<file path="src/copy_pkg.sv">
package copy_pkg;
    // register file geometry
    localparam int GR_AW   = 5;
    localparam int FP_AW   = 2;
    localparam int WORD_W  = 32;
    localparam int EXT_W   = 80;
    localparam int EXC_W   = 4;
    // opcodes, register format
    localparam logic [11:0] OP_MODTC = 12'h654;
    localparam logic [11:0] OP_MOV   = 12'h5CC;
    localparam logic [11:0] OP_MOVL  = 12'h5DC;
    localparam logic [11:0] OP_MOVT  = 12'h5EC;
    localparam logic [11:0] OP_MOVQ  = 12'h5FC;
    localparam logic [11:0] OP_MOVR  = 12'h6C9;
    localparam logic [11:0] OP_MOVRL = 12'h6D9;
    localparam logic [11:0] OP_MOVRE = 12'h6E9;
    // word counts
    localparam logic [2:0] LEN_1 = 3'h1;
    localparam logic [2:0] LEN_2 = 3'h2;
    localparam logic [2:0] LEN_3 = 3'h3;
    localparam logic [2:0] LEN_4 = 3'h4;
    // trace controls
    localparam logic [31:0] TC_FIXED_MASK = 32'h00FF00FF;
    localparam logic [31:0] TC_RESET      = 32'h00000000;
    // real formats
    localparam int SGL_FW = 23;
    localparam int SGL_EW = 8;
    localparam int DBL_FW = 52;
    localparam int DBL_EW = 11;
    localparam int EXT_FW = 63;
    localparam int EXT_EW = 15;
    localparam int EXT_HI = 16;
    localparam logic [17:0] SGL_BIAS = 18'h0007F;
    localparam logic [17:0] DBL_BIAS = 18'h003FF;
    localparam logic [17:0] EXT_BIAS = 18'h03FFF;
    localparam logic [10:0] SGL_EMAX = 11'h0FF;
    localparam logic [10:0] DBL_EMAX = 11'h7FF;
    localparam logic [14:0] EXT_EMAX = 15'h7FFF;
    // exception flag positions
    localparam int EXC_INV = 3;
    localparam int EXC_OVF = 2;
    localparam int EXC_UNF = 1;
    localparam int EXC_INX = 0;
    typedef enum logic [1:0] {
        FLT_NONE, FLT_RESERVED, FLT_ARITH, FLT_OPCODE
    } fault_t;
endpackage

</file>
<file path="src/register_copy_unit.sv">
// Notes on behaviour
// [RQ1] opcode 654 updates trace controls, returns previous value to dst
// [RQ2] opcodes 5CC, 5DC, 5EC, 5FC copy one to four words
// [RQ3] multiword copies use consecutive registers from the named bases
// [RQ4] software aligns bases: even for two words, multiple of four else
// [RQ5] software keeps source and destination ranges disjoint
// [RQ6] opcodes 6C9, 6D9, 6E9 copy single, double, extended reals
// [RQ7] double real uses two general registers, extended uses three
// [RQ8] single/double moves convert to or from extended across files
// [RQ9] software converts single to double through a float register
// [RQ10] extended into float register drops top 16 bits of third word
// [RQ11] extended into general registers zeroes top 16 bits of third word
// [RQ12] extended copy moves bits only and never raises an exception
// [RQ13] unnormal operand with normalizing mode set gives reserved fault
// [RQ14] raised exception faults only when its mask bit is clear
// [RQ15] single/double copies flag overflow, underflow and inexact
// [RQ16] signalling not-a-number source flags invalid operation
// [RQ17] trace update uses mask ANDed with fixed pattern
module register_copy_unit (
    // clock and reset
    input  wire logic                        clk_sys,
    input  wire logic                        rst,
    // instruction request
    input  wire logic                        req_valid,
    output logic                             req_ready,
    input  wire logic [11:0]                 req_opcode,
    input  wire logic [copy_pkg::GR_AW-1:0]  req_src1,
    input  wire logic [copy_pkg::GR_AW-1:0]  req_src2,
    input  wire logic [copy_pkg::GR_AW-1:0]  req_dst,
    input  wire logic                        req_src_fp,
    input  wire logic                        req_dst_fp,
    // arithmetic controls
    input  wire logic                        ac_norm_mode,
    input  wire logic [copy_pkg::EXC_W-1:0]  ac_exc_mask,
    // general register file
    output logic [copy_pkg::GR_AW-1:0]       gr_rd_addr,
    input  wire logic [copy_pkg::WORD_W-1:0] gr_rd_data,
    output logic                             gr_wr_en,
    output logic [copy_pkg::GR_AW-1:0]       gr_wr_addr,
    output logic [copy_pkg::WORD_W-1:0]      gr_wr_data,
    // floating-point register file
    output logic [copy_pkg::FP_AW-1:0]       fp_rd_idx,
    input  wire logic [copy_pkg::EXT_W-1:0]  fp_rd_data,
    output logic                             fp_wr_en,
    output logic [copy_pkg::FP_AW-1:0]       fp_wr_idx,
    output logic [copy_pkg::EXT_W-1:0]       fp_wr_data,
    // completion
    output logic                             done,
    output logic                             fault,
    output copy_pkg::fault_t                 fault_kind,
    output logic [copy_pkg::EXC_W-1:0]       exc_flags,
    output logic [copy_pkg::WORD_W-1:0]      trace_ctl
);
    import copy_pkg::*;

    typedef enum logic [2:0] {
        S_IDLE, S_READ, S_FPREAD, S_CONV, S_WRITE
    } state_t;
    typedef enum logic [1:0] {K_MOVE, K_REAL, K_TC} kind_t;

    state_t              state_q;
    kind_t               kind_q;
    logic [2:0]          len_q;
    logic [1:0]          cnt_q;
    logic [2:0]          wcnt_q;
    logic                src_fp_q;
    logic                dst_fp_q;
    logic [GR_AW-1:0]    src2_q;
    logic [GR_AW-1:0]    dst_q;
    logic [GR_AW-1:0]    rd_addr_q;
    logic [WORD_W-1:0]   w_q [4];
    logic [EXT_W-1:0]    ext_q;
    logic [WORD_W-1:0]   tc_q;
    logic                gr_wr_en_q;
    logic [GR_AW-1:0]    gr_wr_addr_q;
    logic [WORD_W-1:0]   gr_wr_data_q;
    logic                fp_wr_en_q;
    logic [FP_AW-1:0]    fp_wr_idx_q;
    logic [EXT_W-1:0]    fp_wr_data_q;
    logic                done_q;
    logic                fault_q;
    fault_t              fault_kind_q;
    logic [EXC_W-1:0]    exc_q;

    assign req_ready  = (state_q == S_IDLE);
    assign gr_rd_addr = rd_addr_q;
    assign fp_rd_idx  = rd_addr_q[FP_AW-1:0];
    assign gr_wr_en   = gr_wr_en_q;
    assign gr_wr_addr = gr_wr_addr_q;
    assign gr_wr_data = gr_wr_data_q;
    assign fp_wr_en   = fp_wr_en_q;
    assign fp_wr_idx  = fp_wr_idx_q;
    assign fp_wr_data = fp_wr_data_q;
    assign done       = done_q;
    assign fault      = fault_q;
    assign fault_kind = fault_kind_q;
    assign exc_flags  = exc_q;
    assign trace_ctl  = tc_q;

    ////////////////////////////////////////////////////////////////////
    // decode
    logic        dec_ok;
    kind_t       dec_kind;
    logic [2:0]  dec_len;

    always_comb begin
        dec_ok   = 1'b1;
        dec_kind = K_MOVE;
        dec_len  = LEN_1;
        case (req_opcode)
            OP_MODTC: begin
                dec_kind = K_TC; // RQ1
                dec_len  = LEN_2;
            end
            OP_MOV:   dec_len = LEN_1; // RQ2
            OP_MOVL:  dec_len = LEN_2; // RQ2
            OP_MOVT:  dec_len = LEN_3; // RQ2
            OP_MOVQ:  dec_len = LEN_4; // RQ2
            OP_MOVR: begin
                dec_kind = K_REAL; // RQ6
                dec_len  = LEN_1;
            end
            OP_MOVRL: begin
                dec_kind = K_REAL; // RQ6 RQ7
                dec_len  = LEN_2;
            end
            OP_MOVRE: begin
                dec_kind = K_REAL; // RQ6 RQ7
                dec_len  = LEN_3;
            end
            default:  dec_ok = 1'b0;
        endcase
    end

    ////////////////////////////////////////////////////////////////////
    // real format conversion
    logic              f_dbl, f_ext;
    logic [17:0]       bias;
    logic [10:0]       emax;
    logic [63:0]       v;
    logic              u_s, u_zero, u_den, u_spec, u_snan;
    logic [10:0]       u_e;
    logic [DBL_FW-1:0] u_f;
    logic [17:0]       u_xe;
    logic [EXT_W-1:0]  ext_from;
    logic              x_s, x_i, x_zero, x_spec, x_rsv, x_snan;
    logic [14:0]       x_e;
    logic [EXT_FW-1:0] x_f;
    logic [17:0]       e_t;
    logic              ovf, unf, lost;
    logic [10:0]       o_e;
    logic [DBL_FW-1:0] o_f;
    logic [63:0]       fmt_from;

    always_comb begin
        f_dbl = (len_q == LEN_2);
        f_ext = (len_q == LEN_3);
        bias  = f_dbl ? DBL_BIAS : SGL_BIAS;
        emax  = f_dbl ? DBL_EMAX : SGL_EMAX;
        v     = {w_q[1], w_q[0]};
        u_s   = f_dbl ? v[DBL_FW+DBL_EW] : v[SGL_FW+SGL_EW];
        u_e   = f_dbl ? v[DBL_FW+:DBL_EW] : 11'(v[SGL_FW+:SGL_EW]);
        u_f   = f_dbl ? v[DBL_FW-1:0]
                      : {v[SGL_FW-1:0], (DBL_FW-SGL_FW)'(0)};
        u_zero = (u_e == 11'h000) && (u_f == '0);
        u_den  = (u_e == 11'h000) && (u_f != '0);
        u_spec = (u_e == emax);
        u_snan = u_spec && (u_f != '0) && !u_f[DBL_FW-1];
        // denormals keep their value as an extended unnormal
        u_xe = u_den ? (EXT_BIAS - bias + 18'h00001)
                     : ({7'h00, u_e} + EXT_BIAS - bias);
        ext_from = {u_s,
                    u_zero ? 15'h0000 : u_spec ? EXT_EMAX : u_xe[14:0],
                    !u_zero && !u_den,
                    u_f | {u_snan, (DBL_FW-1)'(0)},
                    (EXT_FW-DBL_FW)'(0)}; // RQ8
        x_s    = ext_q[EXT_W-1];
        x_e    = ext_q[EXT_FW+1+:EXT_EW];
        x_i    = ext_q[EXT_FW];
        x_f    = ext_q[EXT_FW-1:0];
        x_zero = (x_e == 15'h0000) && !x_i && (x_f == '0);
        x_spec = (x_e == EXT_EMAX);
        x_rsv  = !x_spec && !x_zero && (!x_i || x_e == 15'h0000);
        x_snan = x_spec && (x_f != '0) && !x_f[EXT_FW-1];
        e_t    = {3'h0, x_e} + bias - EXT_BIAS;
        ovf = !x_spec && !x_zero && !x_rsv
              && ($signed(e_t) >= $signed({7'h00, emax})); // RQ15
        unf = !x_spec && !x_zero
              && (x_rsv || $signed(e_t) <= 18'sh00000); // RQ15
        lost = f_dbl ? (x_f[EXT_FW-DBL_FW-1:0] != '0)
                     : (x_f[EXT_FW-SGL_FW-1:0] != '0);
        o_e = (x_spec || ovf) ? emax
              : (x_zero || unf) ? 11'h000 : e_t[10:0];
        o_f = x_spec ? (x_f[EXT_FW-1-:DBL_FW]
                        | {x_snan, (DBL_FW-1)'(0)})
              : (ovf || unf) ? '0 : x_f[EXT_FW-1-:DBL_FW];
        fmt_from = f_dbl ? {x_s, o_e, o_f}
                 : {32'h00000000, x_s, o_e[SGL_EW-1:0],
                    o_f[DBL_FW-1-:SGL_FW]}; // RQ8
    end

    ////////////////////////////////////////////////////////////////////
    // exception and fault evaluation
    logic             rsv_c;
    logic [EXC_W-1:0] exc_c;
    logic             flt_c;

    always_comb begin
        rsv_c = 1'b0;
        exc_c = '0;
        if (kind_q == K_REAL && !f_ext) begin // RQ12
            if (src_fp_q) begin
                rsv_c          = x_rsv; // RQ13
                exc_c[EXC_INV] = x_snan; // RQ16
                if (!dst_fp_q) begin
                    exc_c[EXC_OVF] = ovf; // RQ15
                    exc_c[EXC_UNF] = unf && !x_rsv;
                    exc_c[EXC_INX] = !x_spec && !x_zero
                                     && (lost || ovf || unf);
                end
            end else begin
                rsv_c          = u_den; // RQ13
                exc_c[EXC_INV] = u_snan; // RQ16
            end
        end
        flt_c = (rsv_c && ac_norm_mode)
                || ((exc_c & ~ac_exc_mask) != '0); // RQ13 RQ14
    end

    ////////////////////////////////////////////////////////////////////
    // sequencing
    logic last_rd, last_wr;
    assign last_rd = ({1'b0, cnt_q} == len_q - LEN_1);
    assign last_wr = dst_fp_q || kind_q == K_TC || last_rd;

    always_ff @(posedge clk_sys) begin
        if (rst) begin
            state_q   <= S_IDLE;
            cnt_q     <= '0;
            rd_addr_q <= '0;
        end else begin
            case (state_q)
                S_IDLE: begin
                    cnt_q     <= '0;
                    rd_addr_q <= req_src1;
                    if (req_valid && dec_ok)
                        state_q <= (dec_kind == K_REAL && req_src_fp)
                                   ? S_FPREAD : S_READ;
                end
                S_READ: begin
                    cnt_q     <= cnt_q + 2'h1;
                    // consecutive source words; trace update reads src2
                    rd_addr_q <= (kind_q == K_TC) ? src2_q
                                 : rd_addr_q + GR_AW'(1); // RQ3
                    if (last_rd) state_q <= S_CONV;
                end
                S_FPREAD: state_q <= S_CONV;
                S_CONV: begin
                    cnt_q   <= '0;
                    state_q <= flt_c ? S_IDLE : S_WRITE;
                end
                S_WRITE: begin
                    cnt_q <= cnt_q + 2'h1;
                    if (last_wr) state_q <= S_IDLE;
                end
                default: state_q <= S_IDLE;
            endcase
        end
    end

    always_ff @(posedge clk_sys) begin
        if (rst) begin
            kind_q   <= K_MOVE;
            len_q    <= LEN_1;
            src_fp_q <= 1'b0;
            dst_fp_q <= 1'b0;
            src2_q   <= '0;
            dst_q    <= '0;
        end else if (state_q == S_IDLE && req_valid) begin
            kind_q   <= dec_kind;
            len_q    <= dec_len;
            src_fp_q <= req_src_fp && dec_kind == K_REAL;
            dst_fp_q <= req_dst_fp && dec_kind == K_REAL;
            src2_q   <= req_src2;
            dst_q    <= req_dst;
        end
    end

    ////////////////////////////////////////////////////////////////////
    // operand buffer and trace controls
    always_ff @(posedge clk_sys) begin
        if (rst) begin
            w_q   <= '{default: '0};
            ext_q <= '0;
        end else if (state_q == S_READ) begin
            w_q[cnt_q] <= gr_rd_data;
        end else if (state_q == S_FPREAD) begin
            ext_q <= fp_rd_data;
        end else if (state_q == S_CONV && kind_q == K_TC) begin
            w_q[0] <= tc_q; // RQ1
        end else if (state_q == S_CONV && kind_q == K_REAL) begin
            if (f_ext) begin
                if (src_fp_q) begin
                    w_q[0] <= ext_q[WORD_W-1:0];
                    w_q[1] <= ext_q[2*WORD_W-1:WORD_W];
                    w_q[2] <= {EXT_HI'(0), ext_q[EXT_W-1-:EXT_HI]}; // RQ11
                end else begin
                    // RQ10
                    ext_q <= {w_q[2][EXT_HI-1:0], w_q[1], w_q[0]};
                end
            end else if (src_fp_q && !dst_fp_q) begin
                {w_q[1], w_q[0]} <= fmt_from; // RQ8
            end else if (!src_fp_q && dst_fp_q) begin
                ext_q <= ext_from; // RQ8
            end
        end
    end

    always_ff @(posedge clk_sys) begin
        if (rst)
            tc_q <= TC_RESET;
        else if (state_q == S_CONV && kind_q == K_TC)
            tc_q <= (TC_FIXED_MASK & w_q[0] & w_q[1])
                    | (tc_q & ~(TC_FIXED_MASK & w_q[0])); // RQ17
    end

    ////////////////////////////////////////////////////////////////////
    // register file writes and completion
    always_ff @(posedge clk_sys) begin
        if (rst) begin
            gr_wr_en_q   <= 1'b0;
            gr_wr_addr_q <= '0;
            gr_wr_data_q <= '0;
            fp_wr_en_q   <= 1'b0;
            fp_wr_idx_q  <= '0;
            fp_wr_data_q <= '0;
        end else begin
            gr_wr_en_q <= state_q == S_WRITE && !dst_fp_q;
            fp_wr_en_q <= state_q == S_WRITE && dst_fp_q;
            if (state_q == S_WRITE) begin
                gr_wr_addr_q <= dst_q + GR_AW'(cnt_q); // RQ3
                gr_wr_data_q <= w_q[cnt_q];
                fp_wr_idx_q  <= dst_q[FP_AW-1:0];
                fp_wr_data_q <= ext_q;
            end
        end
    end

    always_ff @(posedge clk_sys) begin
        if (rst) begin
            done_q       <= 1'b0;
            fault_q      <= 1'b0;
            fault_kind_q <= FLT_NONE;
            exc_q        <= '0;
            wcnt_q       <= '0;
        end else begin
            done_q  <= (state_q == S_WRITE && last_wr)
                       || (state_q == S_CONV && flt_c)
                       || (state_q == S_IDLE && req_valid && !dec_ok);
            fault_q <= (state_q == S_CONV && flt_c)
                       || (state_q == S_IDLE && req_valid && !dec_ok);
            // outcome of the last instruction holds until the next accept
            if (state_q == S_IDLE && req_valid) begin
                fault_kind_q <= dec_ok ? FLT_NONE : FLT_OPCODE;
                exc_q        <= '0;
            end else if (state_q == S_CONV) begin
                exc_q        <= exc_c; // RQ15 RQ16
                fault_kind_q <= !flt_c ? FLT_NONE
                    : (rsv_c && ac_norm_mode) ? FLT_RESERVED
                    : FLT_ARITH; // RQ13 RQ14
            end
            // idle clears first so an accept in the done cycle starts at 0
            if (state_q == S_IDLE)
                wcnt_q <= '0;
            else if (gr_wr_en_q)
                wcnt_q <= wcnt_q + 3'h1;
        end
    end
endmodule

</file>
<file path="config.mk">
export PLATFORM = sky130hd
export DESIGN_NAME = register_copy_unit
export DESIGN_NICKNAME = d
export VERILOG_FILES = /design/src/copy_pkg.sv /design/src/register_copy_unit.sv
export SDC_FILE = /design/constraint.sdc
export NUM_CORES = 1
export LEC_CHECK = 0
export BUFFER_PORTS_ARGS = -buffer_cell sky130_fd_sc_hd__buf_2
export CORE_UTILIZATION = 25
export DETAILED_ROUTE_END_ITERATION = 8
export PLACE_DENSITY = 0.53
export RECOVER_POWER = 50
export SLEW_MARGIN = 20
export SYNTH_ARGS = -nofsm -noshare
export SYNTH_HDL_FRONTEND = slang
export SYNTH_SLANG_ARGS = --single-unit
</file>
<file path="constraint.sdc">
create_clock -name clk_sys -period 12.3 [get_ports clk_sys]
set_clock_uncertainty 0.1 [all_clocks]
set_input_delay 0.615 -clock clk_sys [delete_from_list [all_inputs] [get_ports clk_sys]]
set_output_delay 0.615 -clock clk_sys [all_outputs]
set_load 0.005 [all_outputs]
</file>
## Word level (Yosys, flattened, before mapping)

Index checks and enable logic that the tools add are counted.

| storage, ports and cells | value |
|---|---|
| bits in registers | 396 |
| output and inout port bits | 169 |
| logic and storage cells | 228 |

| operators by class | value |
|---|---|
| $add $sub $neg | 10 |
| $lt $le $gt $ge | 4 |
| eq/ne operators | 30 |
| mux-type cells | 59 |
| bitwise gates (word level) | 10 |
| reduce and logical (&&, ||, !) cells | 90 |

Operators by type and width:

| operator | number |
|---|---|
| $mux W80 | 7 |
| $mux W96 | 4 |
| $mux W64 | 4 |
| $mux W32 | 5 |
| $mux W52 | 3 |
| $bwmux W128 | 1 |
| $or A52 B52 Y52 | 2 |
| $eq A12 B11 Y1 const B | 8 |
| $bmux W32 S2 | 1 |
| $demux W32 S2 | 1 |
| $logic_not A63 Y1 | 1 |
| $reduce_bool A63 Y1 | 1 |
| $logic_not A52 Y1 | 1 |
| $reduce_bool A52 Y1 | 1 |
| $mux W15 | 3 |
| $mux W11 | 4 |
| $reduce_bool A40 Y1 | 1 |
| $and A24 B32 Y32 | 1 |
| $and A32 B32 Y32 | 1 |
| $logic_and A1 B1 Y1 | 32 |
| $not A24 Y32 | 1 |
| $or A32 B32 Y32 | 1 |
| $mux W3 | 6 |
| $ge A17 B12 Y1 | 1 |
| other kinds (55) | 112 |

## Logic depth before layout (Yosys ltp)

| depth | value |
|---|---|
| depth in word-level cells | 21 |
| gate-level depth with buffers | 20 |
| depth with buffers taken out | 16 |

## Worst setup path after synthesis

Ideal clock, no wire load.

| timing | value |
|---|---|
| kind | register to register |
| from | reg len_q[0] |
| to | reg w_q, in the netlist v[0] |
| library setup time | 80 ps |
| data arrival time | 4767 ps |
| data required time | 12120 ps |
| path slack | 7353 ps |
| stages on the path, launching flop included | 21 |
| period minus slack after synthesis | 4947 ps |
| cell sequence | dfxtp_1 -> inv_1 -> ha_1 -> nor2b_4 -> inv_2 -> clkbuf_1 -> clkbuf_1 -> clkbuf_1 -> nand2_1 -> ha_1 -> fa_1 -> xor2_1 -> ha_1 -> and3_1 -> a211o_1 -> o311a_1 -> nand2_4 -> nand4_4 -> buf_6 -> or4_4 -> a211oi_2 |

| between the ends | value |
|---|---|
| word-level cells in the longest chain between the ends | 17 |
| elaborated cells between the ends (all ways) | 24 |

RTL lines:

| item | RTL line | RTL |
|---|---|---|
| start: declaration | register_copy_unit.sv:63 | `logic [2:0] len_q;` |
| start signal: assignment | register_copy_unit.sv:281 | `len_q <= dec_len;` |
| $eq A3 B2 Y1 | register_copy_unit.sv:156 | `f_dbl = (len_q == LEN_2);` |
| $mux W10 | register_copy_unit.sv:158 | `bias = f_dbl ? DBL_BIAS : SGL_BIAS;` |
| $add A15 B10 Y16 | register_copy_unit.sv:185 | `e_t = {3'h0, x_e} + bias - EXT_BIAS;` |
| $sub A16 B14 Y17 | register_copy_unit.sv:185 |  |
| $le A17 B1 Y1 | register_copy_unit.sv:189 | `&& (x_rsv \|\| $signed(e_t) <= 18'sh00000);` |
| $logic_or A1 B1 Y1 | register_copy_unit.sv:189 |  |
| $logic_and A1 B1 Y1 | register_copy_unit.sv:189 |  |
| $logic_or A1 B1 Y1 | register_copy_unit.sv:196 | `: (ovf \|\| unf) ? '0 : x_f[EXT_FW-1-:DBL_FW];` |
| $mux W52 | register_copy_unit.sv:196 |  |
| $mux W52 | register_copy_unit.sv:194 | `o_f = x_spec ? (x_f[EXT_FW-1-:DBL_FW]` |
| $mux W64 | register_copy_unit.sv:197 | `fmt_from = f_dbl ? {x_s, o_e, o_f}` |
| $mux W64 | register_copy_unit.sv:311 | `end else if (src_fp_q && !dst_fp_q) begin` |
| $mux W64 | register_copy_unit.sv:302 | `if (f_ext) begin` |
| $mux W96 | register_copy_unit.sv:301 | `end else if (state_q == S_CONV && kind_q == K_REAL) begin` |
| $mux W32 | register_copy_unit.sv:299 | `end else if (state_q == S_CONV && kind_q == K_TC) begin` |
| $mux W96 | register_copy_unit.sv:297 | `end else if (state_q == S_FPREAD) begin` |
| $mux W96 | register_copy_unit.sv:295 | `end else if (state_q == S_READ) begin` |
| end signal: indexed assignment | register_copy_unit.sv:296 | `w_q[cnt_q] <= gr_rd_data;` |
| end: declaration | register_copy_unit.sv:71 | `logic [WORD_W-1:0] w_q [4];` |

Several ways; a longest one is shown, not always the timed one. The select of a mux whose other input is x is not followed.
A chain may end at the register's enable or synchronous reset.

## Worst setup path after layout

| timing | value |
|---|---|
| from | reg state_q[0] |
| to | reg gr_wr_data_q[15] (netlist: gr_wr_data[15]) |

| between the ends | value |
|---|---|
| word-level cells in the longest chain between the ends | 1 |

RTL lines:

| item | RTL line | RTL |
|---|---|---|
| start: declaration | register_copy_unit.sv:61 | `state_t state_q;` |
| start signal: assignment | register_copy_unit.sv:247 | `state_q <= (dec_kind == K_REAL && req_src_fp)` |
| start signal: assignment | register_copy_unit.sv:260 | `state_q <= flt_c ? S_IDLE : S_WRITE;` |
| $eq A3 B3 Y1 | register_copy_unit.sv:340 | `if (state_q == S_WRITE) begin` |
| end signal: assignment | register_copy_unit.sv:342 | `gr_wr_data_q <= w_q[cnt_q];` |
| end: declaration | register_copy_unit.sv:76 | `logic [WORD_W-1:0] gr_wr_data_q;` |

Every way passes these cells.

==> results.yml <==
setup_path:
  critical_path.startpoint_type: "flip-flop"
  cp_slowest_stage_delay_ps: 2530
  timing.critical_path.to_type: "flip-flop"
  criticalPathCategory: "reg2reg"
  cp_data_arrival_time_ps: 7120
  crit_chain: "nor2_1 > and2_0 > clkbuf_1 > nand2_1 > a21oi_1"
  critPathRequiredTime_ps: 12740
  critical_path.max_fanout: 66
  worst_path_max_delay_cell: "sky130_fd_sc_hd__and2_0"
  r2r_cells: 5
clock_tree:
  clk_root_buffer_cell: "sky130_fd_sc_hd__clkbuf_16"
  cts_hold_buffers: 0
  cts_buffers: 45
  post-cts-setup-buffer-count: 0
  cts_tree: "done"
  clock_path_buffers: 3
  cts_num_sinks: 380
  clk_pin_slew_ps: 60
  htree_depth: 2
  worstSkewPairLatency_ps: 620
  cts_repair_resize_count: 0
logic_synthesis:
  synth_sequential_area_ratio_pct: 39.4
  synth-edff-count: 0
  synthesis.yosys.warnings: 0
  ys_seq_elements: 380
  syn-mean-instance-area_um2: 7.58
  synth_top_flop_cell: "sky130_fd_sc_hd__dfxtp_1"
  synth_cell_types: 75
  synthesis.area_um2: 19300
  synthCells: 2545
  synthArstFlopShare_pct: 0
layout:
  fillers: 8339
  syn2layout_area_growth_pct: 18.3
  nets: 2855
  diodes: 0
  layout_cell_share_with_drive_strength_beyond_1_pct: 14.0
timing:
  slew-limit-headroom_pct: -132
  tightestPinTransition_ps: 3480
  post-route-worst-setup-slack_ps: 5620
  finalMaxSlewViolations: 261
  setup-violations-final: 0
  grt_setup_unrepaired: "false"
  min_period_over_period_pct: 54.3
  report.final.hold_viol_count: 0
  finalWorstPathRequiredPeriod_ps: 6680
  setup_tns_final_ps: 0
  fmaxAchievable_mhz: 150
die:
  die_w_um: 280
  boundaryPins: 318
  fp.dieArea_um2: 78300
  die_h_um: 280
  core.rowCount: 101
  start_util_pct: 25.3
  core_area_um2: 76200
pwr:
  p_total_w: 0.00396
  cellInternalPower_w: 0.00245
  pwr-share-comb_pct: 26.0
  vdd_ir_drop_max_uv: 113
  p_sw_share_pct: 38.1
  p_clk_share_pct: 36.1
  power.density_nw_per_um2: 174
  total_leakage_power_nw: 7.66
  seq_power_share_pct: 37.9
  net_switching_power_w: 0.00151
flow_run:
  maxCapViolations: 5
placement:
  dp.final_hpwl_um: 67700
  dp_slack_ps: 7290
  portBuffers: 301
  gp_congestion: 0.957
grt:
  track_usage_pct: 24.1
  grt_pass1_vias: 19600
  initial_antenna_violation_count: 9
  grt_first_pass_wirelength_um: 139000
  grt_start_max_net_pins: 139
  grt_overflow: 0
hold_path:
  hold-path-cell-count: 3
  worst_hold_path_type: "in2reg"
outcome:
  failed_checks: "DRC, capacitance limit, slew limit"
  status: "finished with violations"
drt:
  vias_per_cell: 5.61
  top_signal_layer_used: "met5"
  route.final.wire_length_um: 96800
  post_drt_wl_per_cell_um: 25.8
  postRouteAntennaNets: 0
  via_count: 21000
  drt_first_pass_iters: 9
  drt_iter0_markers: 2787
  drc_errors: 7
  met1Wirelength_um: 38500
  routed-wl-met3_um: 10200
  sum_of_met2_wire_segment_lengths_after_detailed_routing_um: 43100
[registers in the layout (all words and copies together) (netlist names), 2 cells and up, named ones only]
name	cells
gr_rd_addr	5
ext_q	80
src2_q	5
dst_q	5
cnt_q	2
kind_q	2
fault_kind	2
w_q	64
exc_flags	4
fp_wr_idx	2
v	64
gr_wr_data	32
state_q	3
len_q	3
gr_wr_addr	5
fp_wr_data	80
[placed cells by master (no fill, tap or decap), types with 10 or more instances in the layout]
master,count
sky130_fd_sc_hd__a31oi_1,21
sky130_fd_sc_hd__ha_1,15
sky130_fd_sc_hd__o211ai_1,42
sky130_fd_sc_hd__xnor2_1,10
sky130_fd_sc_hd__nand3_1,100
sky130_fd_sc_hd__inv_1,10
sky130_fd_sc_hd__dfxtp_1,379
sky130_fd_sc_hd__a21oi_1,265
sky130_fd_sc_hd__a221oi_1,55
sky130_fd_sc_hd__clkbuf_16,46
sky130_fd_sc_hd__o22ai_1,15
sky130_fd_sc_hd__nand2_1,597
sky130_fd_sc_hd__buf_2,192
sky130_fd_sc_hd__mux4_2,32
sky130_fd_sc_hd__conb_1,16
sky130_fd_sc_hd__a211oi_2,11
sky130_fd_sc_hd__nand4_1,13
sky130_fd_sc_hd__nor4_1,31
sky130_fd_sc_hd__a32oi_1,10
sky130_fd_sc_hd__clkinv_2,10
sky130_fd_sc_hd__nor2_1,276
sky130_fd_sc_hd__a211oi_1,47
sky130_fd_sc_hd__clkbuf_1,117
sky130_fd_sc_hd__and3_1,18
sky130_fd_sc_hd__a222oi_1,19
sky130_fd_sc_hd__or4_4,10
sky130_fd_sc_hd__a311oi_1,55
sky130_fd_sc_hd__buf_4,30
sky130_fd_sc_hd__nor3_1,57
sky130_fd_sc_hd__o21ai_0,50
sky130_fd_sc_hd__a22oi_1,24
[cell usage after synthesis, types with 42 or more instances]
cell type | instances | share of area (%)
sky130_fd_sc_hd__nor2_1 | 279 | 5.4
sky130_fd_sc_hd__a211oi_1 | 47 | 1.8
sky130_fd_sc_hd__o21ai_0 | 50 | 1.3
sky130_fd_sc_hd__a21oi_1 | 266 | 6.9
sky130_fd_sc_hd__nand2_1 | 597 | 12
sky130_fd_sc_hd__a221oi_1 | 55 | 2.5
sky130_fd_sc_hd__o211ai_1 | 42 | 1.6
sky130_fd_sc_hd__a311oi_1 | 55 | 2.5
sky130_fd_sc_hd__dfxtp_1 | 380 | 39
sky130_fd_sc_hd__nand3_1 | 100 | 2.6
sky130_fd_sc_hd__clkbuf_1 | 207 | 4.0
sky130_fd_sc_hd__nor3_1 | 57 | 1.5
[critical path, delay by kind of cell (launching register included)]
family / cells / cell delay (ps)
and+or+nand+nor: 3 / 3370
buffers and inverters: 1 / 2270
DFF: 1 / 550
AOI/OAI and AO/OA: 1 / 270
[path summary, 6_finish.rpt]
check / start / to / slack [ps]
setup reg to reg: state_q[0] / gr_wr_data[15] / 5620
hold / removal: fp_rd_data[21] / ext_q[21] / 130
hold reg to reg: w_q[21] / w_q[21] / 350
setup / recovery: state_q[0] / gr_wr_data[15] / 5620
[power by group through the flow]
stage / Clock, W / Combinational (W) / Sequential (W)
after global placement: 0 / 0.00100 / 0.00151
after detailed placement: 0 / 0.00100 / 0.00151
after global routing: 0.00150 / 0.00109 / 0.00149
after CTS: 0.00145 / 0.00101 / 0.00148
after floorplan: 0 / 0.000728 / 0.00135
final: 0.00143 / 0.00103 / 0.00150
[layer usage]
layer	vias to the layer above	track usage (%)
met4	18	10.5
met1	10100	31.0
met2	1222	37.8
met3	299	6.16
li1	9350	-
met5	-	0
[final cells by class]
class | instances | area, µm² | share of cell area [%]
Clock buffer | 61 | 1290 | 5.64
Clock inverter | 20 | 260 | 1.14
Inverter | 11 | 41.3 | 0.181
Multi-Input combinational cell | 1916 | 10700 | 47.0
Sequential cell | 380 | 7610 | 33.3
Tap cell | 1030 | 1290 | 5.64
Timing Repair Buffer | 335 | 1620 | 7.10
[logic make-up (layout without fill, tap and decap cells)]
| family | count (synthesis) | in the layout | synth area share [%] |
|---|---|---|---|
| compound gates | 653 | 653 | 22.6 |
| xor+xnor | 15 | 15 | 0.681 |
| fa+ha+maj | 17 | 17 | 1.18 |
| buf+inv | 264 | 427 | 5.56 |
| flops | 380 | 380 | 39.4 |
| mux | 42 | 42 | 4.26 |
| other cells | 1 | 16 | 0.0194 |
| simple gates | 1173 | 1173 | 26.3 |
[per-stage QoR]
| step | hold WS (ps) | instances | util (%) | cell area [µm²] |
|---|---|---|---|---|
| 5_1_grt | 130 | 3753 | 30.0 | 22800 |
| 3_5_place_dp | 343 | 3672 | 28.1 | 21400 |
| 6_report | 132 | 3753 | 30.0 | 22800 |
| 4_1_cts | 121 | 3753 | 30.2 | 23000 |
| 3_3_place_gp | 339 | 3672 | 28.1 | 21400 |
| 2_1_floorplan | 333 | 2560 | - | 19400 |
(Power assumes the default switching activity.)
